--- src/hdl/pwsrx_pkg.sv ---
// Functional notes
// - A rising edge on the line starts a word, and each bit runs from one rising edge to the next.
// - A bit is one when the line was high longer than low in its period, else zero.
// - Every field is sent and assembled least significant bit first.
// - A word is 11 bits: bits 0 to 2 are the address, bits 3 to 10 the data byte.
// - The data byte is committed on the rising edge of the stop bit after the eleventh bit.
// - A new word may start 4 us after the falling edge of the previous stop bit.
// - Low for the idle timeout of 200 us after the stop bit falling edge returns to idle.
// - High for the idle timeout starts pattern execution.
// - An interrupted word is discarded without writing any register.
`default_nettype none
package pwsrx_pkg;
	localparam int CLK_HZ = 10_000_000;
	localparam int CLK_NS = 1_000_000_000 / CLK_HZ;
	localparam int PHASE_MIN_NS = 500;
	localparam int PHASE_MAX_NS = 40_000;
	localparam int IDLE_TIMEOUT_NS = 200_000;
	localparam int NEXT_WORD_NS = 4_000;
	localparam int PHASE_MAX_CYC = PHASE_MAX_NS / CLK_NS;
	localparam int IDLE_TIMEOUT_CYC = (IDLE_TIMEOUT_NS + CLK_NS - 1) / CLK_NS;
	localparam int NEXT_WORD_CYC = NEXT_WORD_NS / CLK_NS;
	localparam int CNT_W = 12;
	localparam int WORD_BITS = 11;
	localparam int ADDR_W = 3;
	localparam int DATA_W = 8;
	localparam int ADDR_LSB = 0;
	localparam int DATA_LSB = 3;
	localparam int NUM_REGS = 5;
	localparam logic [7:0] REG0_RST = 8'h55;
	localparam logic [7:0] REG1_RST = 8'h55;
	localparam logic [7:0] REG2_RST = 8'h55;
	localparam logic [7:0] REG3_RST = 8'h00;
	localparam logic [7:0] REG4_RST = 8'h00;
	typedef enum logic [1:0]
	{
		PWSRX_IDLE = 2'h0,
		PWSRX_BITS = 2'h1,
		PWSRX_STOP = 2'h3
	} pwsrx_state_t;
endpackage : pwsrx_pkg
`default_nettype wire

--- src/hdl/pwsrx_regs.sv ---
`timescale 1ns/1ps
`default_nettype none
module pwsrx_regs
(
	// Clock and reset
	input wire logic ref_clk,
	input wire logic rst,
	// Write request
	input wire logic wr_en,
	input wire logic [2:0] wr_addr,
	input wire logic [7:0] wr_data,
	// Register contents
	output logic [39:0] regs_flat
);
	logic [7:0] reg_q [5];
	logic [7:0] reg_d [5];

	always_comb
	begin
		for (int i = 0; i < pwsrx_pkg::NUM_REGS; i++)
		begin
			reg_d[i] = reg_q[i];
		end
		if (wr_en && wr_addr < 3'(pwsrx_pkg::NUM_REGS))
		begin
			reg_d[wr_addr] = wr_data;
		end
	end

	always_ff @(posedge ref_clk or posedge rst)
	begin
		if (rst)
		begin
			reg_q[0] <= pwsrx_pkg::REG0_RST;
			reg_q[1] <= pwsrx_pkg::REG1_RST;
			reg_q[2] <= pwsrx_pkg::REG2_RST;
			reg_q[3] <= pwsrx_pkg::REG3_RST;
			reg_q[4] <= pwsrx_pkg::REG4_RST;
		end
		else
		begin
			for (int i = 0; i < pwsrx_pkg::NUM_REGS; i++)
			begin
				reg_q[i] <= reg_d[i];
			end
		end
	end

	assign regs_flat = {reg_q[4], reg_q[3], reg_q[2], reg_q[1], reg_q[0]};
endmodule : pwsrx_regs
`default_nettype wire

--- src/hdl/pwsrx_top.sv ---
`timescale 1ns/1ps
`default_nettype none
module pwsrx_top
(
	// Clock and reset
	input wire logic ref_clk,
	input wire logic rst,
	// Control line pin
	input wire logic ctrl_in,
	// Register contents
	output logic [39:0] regs_q,
	// Status
	output logic play_q,
	output logic idle_q,
	output logic wr_pulse_q
);
	logic sync1_q, sync2_q, prev_q;
	logic rise, fall;
	pwsrx_pkg::pwsrx_state_t st_q, st_d;
	logic [11:0] hi_q, hi_d, lo_q, lo_d;
	logic [17:0] tmo_q, tmo_d;
	logic [3:0] nbit_q, nbit_d;
	logic [10:0] sh_q, sh_d;
	logic play_d, idle_d, wr_d;
	logic wr_en;
	logic [2:0] wr_addr;
	logic [7:0] wr_data;
	logic [39:0] regs_w;
	logic too_long;
	logic tmo_hit;

	// --------------------------------------------------------------------
	// Pin synchroniser
	// --------------------------------------------------------------------
	always_ff @(posedge ref_clk or posedge rst)
	begin
		if (rst)
		begin
			sync1_q <= 1'b0;
			sync2_q <= 1'b0;
			prev_q <= 1'b0;
		end
		else
		begin
			sync1_q <= ctrl_in;
			sync2_q <= sync1_q;
			prev_q <= sync2_q;
		end
	end

	// Only the second stage feeds logic; prev_q forms the edge detector.
	assign rise = sync2_q && !prev_q;
	assign fall = !sync2_q && prev_q;
	assign too_long = (hi_q > 12'(pwsrx_pkg::PHASE_MAX_CYC))
		|| (lo_q > 12'(pwsrx_pkg::PHASE_MAX_CYC));
	assign tmo_hit = (tmo_q >= 18'(pwsrx_pkg::IDLE_TIMEOUT_CYC))
		&& !rise && !fall;

	// Counts up to all ones and stays there, so a long level never wraps.
	function automatic logic [11:0] sat_inc(input logic [11:0] v);
		return (v == 12'hFFF) ? v : v + 12'h001;
	endfunction : sat_inc

	// --------------------------------------------------------------------
	// Level timeout and mode
	// --------------------------------------------------------------------
	// The timeout restarts at every edge, so a level held for the whole
	// interval decides between idle and pattern execution.
	always_comb
	begin
		tmo_d = tmo_q;
		play_d = play_q;
		idle_d = idle_q;
		if (rise || fall)
		begin
			tmo_d = '0;
		end
		else if (tmo_q != 18'h3FFFF)
		begin
			tmo_d = tmo_q + 18'h00001;
		end
		if (tmo_hit && sync2_q)
		begin
			play_d = 1'b1;
			idle_d = 1'b0;
		end
		else if (tmo_hit)
		begin
			play_d = 1'b0;
			idle_d = 1'b1;
		end
		else if (st_q == pwsrx_pkg::PWSRX_IDLE && rise)
		begin
			// A new word leaves both modes.
			play_d = 1'b0;
			idle_d = 1'b0;
		end
	end

	always_ff @(posedge ref_clk or posedge rst)
	begin
		if (rst)
		begin
			tmo_q <= '0;
			play_q <= 1'b0;
			idle_q <= 1'b1;
		end
		else
		begin
			tmo_q <= tmo_d;
			play_q <= play_d;
			idle_q <= idle_d;
		end
	end

	// --------------------------------------------------------------------
	// Receiver
	// --------------------------------------------------------------------
	always_comb
	begin
		st_d = st_q;
		hi_d = hi_q;
		lo_d = lo_q;
		nbit_d = nbit_q;
		sh_d = sh_q;
		wr_d = 1'b0;
		wr_en = 1'b0;
		wr_addr = sh_q[pwsrx_pkg::ADDR_LSB +: pwsrx_pkg::ADDR_W];
		wr_data = sh_q[pwsrx_pkg::DATA_LSB +: pwsrx_pkg::DATA_W];
		if (sync2_q)
		begin
			hi_d = sat_inc(hi_q);
		end
		else
		begin
			lo_d = sat_inc(lo_q);
		end
		// A timeout in mid-word drops the partial word.
		if (tmo_hit)
		begin
			st_d = pwsrx_pkg::PWSRX_IDLE;
		end
		unique case (st_q)
			pwsrx_pkg::PWSRX_IDLE:
			begin
				if (rise)
				begin
					st_d = pwsrx_pkg::PWSRX_BITS;
					nbit_d = 4'h0;
					hi_d = 12'h000;
					lo_d = 12'h000;
				end
			end
			pwsrx_pkg::PWSRX_BITS:
			begin
				// A phase beyond the limit abandons the word.
				if (too_long)
				begin
					st_d = pwsrx_pkg::PWSRX_IDLE;
				end
				else if (rise)
				begin
					sh_d = {(hi_q > lo_q), sh_q[10:1]};
					hi_d = 12'h000;
					lo_d = 12'h000;
					nbit_d = nbit_q + 4'h1;
					if (nbit_q == 4'(pwsrx_pkg::WORD_BITS - 1))
					begin
						st_d = pwsrx_pkg::PWSRX_STOP;
					end
				end
			end
			pwsrx_pkg::PWSRX_STOP:
			begin
				// Stop bit rising edge is the one that closed bit 10.
				wr_en = 1'b1;
				wr_d = 1'b1;
				st_d = pwsrx_pkg::PWSRX_IDLE;
			end
			default:
			begin
				st_d = pwsrx_pkg::PWSRX_IDLE;
			end
		endcase
	end

	always_ff @(posedge ref_clk or posedge rst)
	begin
		if (rst)
		begin
			st_q <= pwsrx_pkg::PWSRX_IDLE;
			hi_q <= '0;
			lo_q <= '0;
			nbit_q <= '0;
			sh_q <= '0;
			wr_pulse_q <= 1'b0;
			regs_q <= '0;
		end
		else
		begin
			st_q <= st_d;
			hi_q <= hi_d;
			lo_q <= lo_d;
			nbit_q <= nbit_d;
			sh_q <= sh_d;
			wr_pulse_q <= wr_d;
			regs_q <= regs_w;
		end
	end

	// --------------------------------------------------------------------
	// Register file
	// --------------------------------------------------------------------
	pwsrx_regs u_regs
	(
		.ref_clk(ref_clk),
		.rst(rst),
		.wr_en(wr_en),
		.wr_addr(wr_addr),
		.wr_data(wr_data),
		.regs_flat(regs_w)
	);
endmodule : pwsrx_top
`default_nettype wire

--- config.mk ---
export PLATFORM = sky130hd
export DESIGN_NAME = pwsrx_top
export DESIGN_NICKNAME = d
export VERILOG_FILES = /design/src/hdl/pwsrx_pkg.sv /design/src/hdl/pwsrx_regs.sv /design/src/hdl/pwsrx_top.sv
export SDC_FILE = /design/constraint.sdc
export NUM_CORES = 1
export LEC_CHECK = 0
export ABC_AREA = 1
export BUFFER_PORTS_ARGS = -buffer_cell sky130_fd_sc_hd__buf_4
export CAP_MARGIN = 20
export CORE_MARGIN = 2
export CORE_UTILIZATION = 25
export DETAILED_ROUTE_END_ITERATION = 8
export PLACE_DENSITY_LB_ADDON = 0.12
export REMOVE_ABC_BUFFERS = 1
export SYNTH_ARGS = -nofsm -noshare
export SYNTH_HDL_FRONTEND = slang
export SYNTH_SLANG_ARGS = --single-unit
export TNS_END_PERCENT = 100
--- constraint.sdc ---
create_clock -name ref_clk -period 7.7 [get_ports ref_clk]
set_clock_uncertainty 0.05 [all_clocks]
set_input_delay 0.77 -clock ref_clk [delete_from_list [all_inputs] [get_ports ref_clk]]
set_output_delay 0.77 -clock ref_clk [all_outputs]
set_load 0.02 [all_outputs]
==> impl_results.md <==
* Outcome: finished, final reports clean
* Die width at roughly 160 µm
* Gr usage total at between 10% and 20%
* Root Buffer: clkbuf_16
* Post-Synth Adder-Cell Area at 4.259%
* NumNets Final at 804
* GPL Wtd Cong at 0.7714
* CP Launch Type: flop
* Min Tclk post-route at around 2.8 ns
* Relative slew slack at 45.60%
* Synth area leader: dfrtp_1
* Sequential-to-total area share from yosys stat at 56.40%
* Unrepaired setup endpoints after global routing: false
* Synth top area cells: dfrtp_1 (51%), nand2_1 (12%), dfstp_2 (5.3%), nand3_1 (4.6%), nor2_1 (4.5%)
* First-pass GRT wire length at 25070 µm
* Hold Crit Class: flop to flop
* Synth top area share at 51.11%
* Actual slew at the worst max-slew pin at 0.8160 ns
* Clock power share at 44.8%
* CTS tree: built
* Ys async rst share at 100.0%
* Diode count at 0
* Mux contribution to synthesized area at 0%
* Post_cts resized at 0
* Setup repair bufs after CTS at 0
* Initial core utilization at 25.59%
* Netlist cell types at 35
* Finished Core Util at 30.65%
* Post-synthesis simple-gate area fraction at 26.52%
* Sw Share at a little under a third
* Crit path cell chain: clkinv_1 -> ha_1 -> nand3_2 -> o21ai_0
* Largest family of logic cells by synthesized area: simple AND/OR/NAND/NOR gates
* Cell Int Power at ~1.3 mW
* Detailed Route Iter0 Violations at 212
* Fin crit share at 36.45%
* CP max-delay cell: ha_1
* Crit path kind: flop to flop
* Via count at 4700
* Synth Area in Compound Gates at 5.479%
* Full die area at 27150 µm²
* Synthesized area at 6462 µm²
* TritonRoute pass-1 iters at 4
* Worst Path Arrival at 3.09 ns
* Leak at approximately 3.8 nW
* Reg power frac at 44.9%
* Longest Clk Path Bufs at 2
* DRC Markers at 0
* Post-synth EDFFs at 0
* Vias in the first global route at 4731
* Latest clock arrival within the worst-skew pair at 0.43 ns
* Vias per cell at 4.189
* Sw Pwr at 0.5755 mW
* Clock transition at path regs at 0.07 ns
* Fin. Hold Viols at 0
* Largest net degree at the start of global routing at 83
* Comb power frac at 10.3%
* Synthesized flop and latch total at 145
* Area grow syn2layout at 19.79%
* Total of warnings raised by yosys at 0
* Hold wc startpoint: u_regs.regs_flat[24]$_DFFE_PP0P_
* Core area at 25250 µm²
* Ports at 46
* Fillers at 2699
* Max Cap Viol at 0
* Inserted Clock Buffers at 17
* Hpwl dp at a little over 10000 µm
* Initial antenna violation count at 0
* H-tree depth at 4
* Share of layout cells above drive strength 1 at 14.90%
* Max Clock Freq at 0.3563 GHz
* Crit Path Max Fanout at 19
* Slew Limit Fails at 0
* Syn_area_per_cell at 8.877 µm²
* PD cells at between 200 and 250 nW/µm²
* Reg2Reg Launch Point: sync2_q$_DFF_PP0_
* Gr ovfl total at 0
* Synth Flop Type: dfrtp_1
* Post-Syn Instances at 728
* Setup crit end kind: flop
* Post-DRT Antenna Nets at 0
* Std cell rows at 58
* Wire per inst at 13.21 µm
* Die Ht at 164.8 µm
* Sink Count at approximately 150
* Buffers on Ports at 45
* CP Launch Point: sync2_q$_DFF_PP0_
* Final Setup Violations at 0
* Xor/xnor cell area share of the yosys netlist at 1.491%
* Setup TNS at 0 ns
* Peak supply drop at 0.1090 mV
* WL final at 14820 µm
* Critical Path RT at 7.99 ns
* Slowest cell delay on critical path at 0.85 ns
* # hold bufs at CTS at 0
## state kept, by name (all words and copies together), names as in the netlist
signal / flops
st_q: 2
sync1_q: 1
play_q: 1
tmo_q: 18
lo_q: 12
hi_q: 12
sh_q: 11
sync2_q: 1
nbit_q: 4
u_regs.regs_flat: 40
idle_q: 1
wr_pulse_q: 1
prev_q: 1
regs_q: 40
## routing by layer
metal / global-route usage, % / vias up / share of wire, %
met3: 2.863 / 19 / 3.3
met5: 0 / - / 0
li1: - / 2434 / -
met1: 15.95 / 2185 / 49
met2: 19.15 / 62 / 46
met4: 3.834 / 0 / 1.5
## cell type report
type	instances	area, µm²	share of cell area, %
clock buffer	17	425.4	5.495
clock inverter	15	182.7	2.360
sequential	145	3645	47.08
multi-input combinational	493	2440	31.52
tap	330	412.9	5.334
inverter	76	290.3	3.750
timing repair buffer	46	345.3	4.461
## synth_stat cells, drive strengths merged, types with 2 or more instances
master and n:
or2 6, nor2 85, clkbuf 6, xor2 9, nand3b 2, ha 22, dfstp 13, nor3 14
nand4 13, o21ai 53, inv 75, nand3 63, buf 8, nand2 209, xnor2 2, dfrtp 132
a21oi 11
## through the flow
stage | worst slack [ns] | instances | hold slack [ns] | power, mW | cell area [µm²]
CTS | 4.777 | 1122 | 0.3267 | 1.922 | 7741
global placement | 4.865 | 1090 | 0.3077 | 1.060 | 7133
global route | 4.510 | 1122 | 0.3340 | 1.990 | 7741
detailed placement | 4.807 | 1090 | 0.3109 | 1.060 | 7133
finish | 4.893 | 1122 | 0.3249 | 1.881 | 7741
floorplan | 3.007 | 714 | 0.2812 | 0.9948 | 6370
## placed cells by master (no fill, tap or decap), drive strengths merged
| cell type | count |
|---|---|
| nor2 | 85 |
| nor3 | 14 |
| clkbuf | 17 |
| xnor2 | 2 |
| o21ai | 53 |
| buf | 46 |
| nand3b | 2 |
| nand2 | 209 |
| a21o | 1 |
| clkinv | 6 |
| dfrtp | 132 |
| a31o | 1 |
| nand3 | 63 |
| xor2 | 9 |
| dfstp | 13 |
| o211ai | 1 |
| o22ai | 1 |
| a21oi | 11 |
| ha | 22 |
| nand4 | 13 |
| or2 | 6 |
| inv | 84 |
| clkinvlp | 1 |
## power groups by stage
stage / clock network [mW] / registers, mW / logic (mW)
after floorplan: 0 / 0.845 / 0.150
after global placement: 0 / 0.859 / 0.201
after detailed placement: 0 / 0.857 / 0.202
after CTS: 0.875 / 0.844 / 0.203
after global routing: 0.904 / 0.851 / 0.235
final: 0.843 / 0.844 / 0.195
## worst paths after layout
path,slack (ns),depth (start not counted),end
worst min register to register,0.32,0,regs_q[24]$_DFF_PP0_
max in group asynchronous,5.82,3,u_regs.regs_flat[21]$_DFFE_PP0P_
worst max-delay path,4.89,4,tmo_q[1]$_DFFE_PP0P_
worst max register to register,4.89,4,tmo_q[1]$_DFFE_PP0P_
worst min-delay path,0.32,0,regs_q[24]$_DFF_PP0_
min in group asynchronous,0.44,2,regs_q[7]$_DFF_PP0_
## worst max-delay path: cells and delay by family, from the launching register on
kind | cells | cell delay [ns]
buffers and inverters | 1 | 0.41
AOI/OAI and AO/OA | 1 | 0.27
DFF | 1 | 0.67
adders and majority gates | 1 | 0.85
and+or+nand+nor | 1 | 0.46
## cell families (layout without fill, tap and decap cells)
| group | after synthesis | in the layout |
|---|---|---|
| DFF | 145 | 145 |
| xor gates and xnor gates | 11 | 11 |
| and+or+nand+nor | 392 | 392 |
| buffers and inverters | 90 | 154 |
| AOI/OAI and AO/OA | 68 | 68 |
| adders and majority gates | 22 | 22 |
No activity file was read; power rests on OpenSTA's default activity.
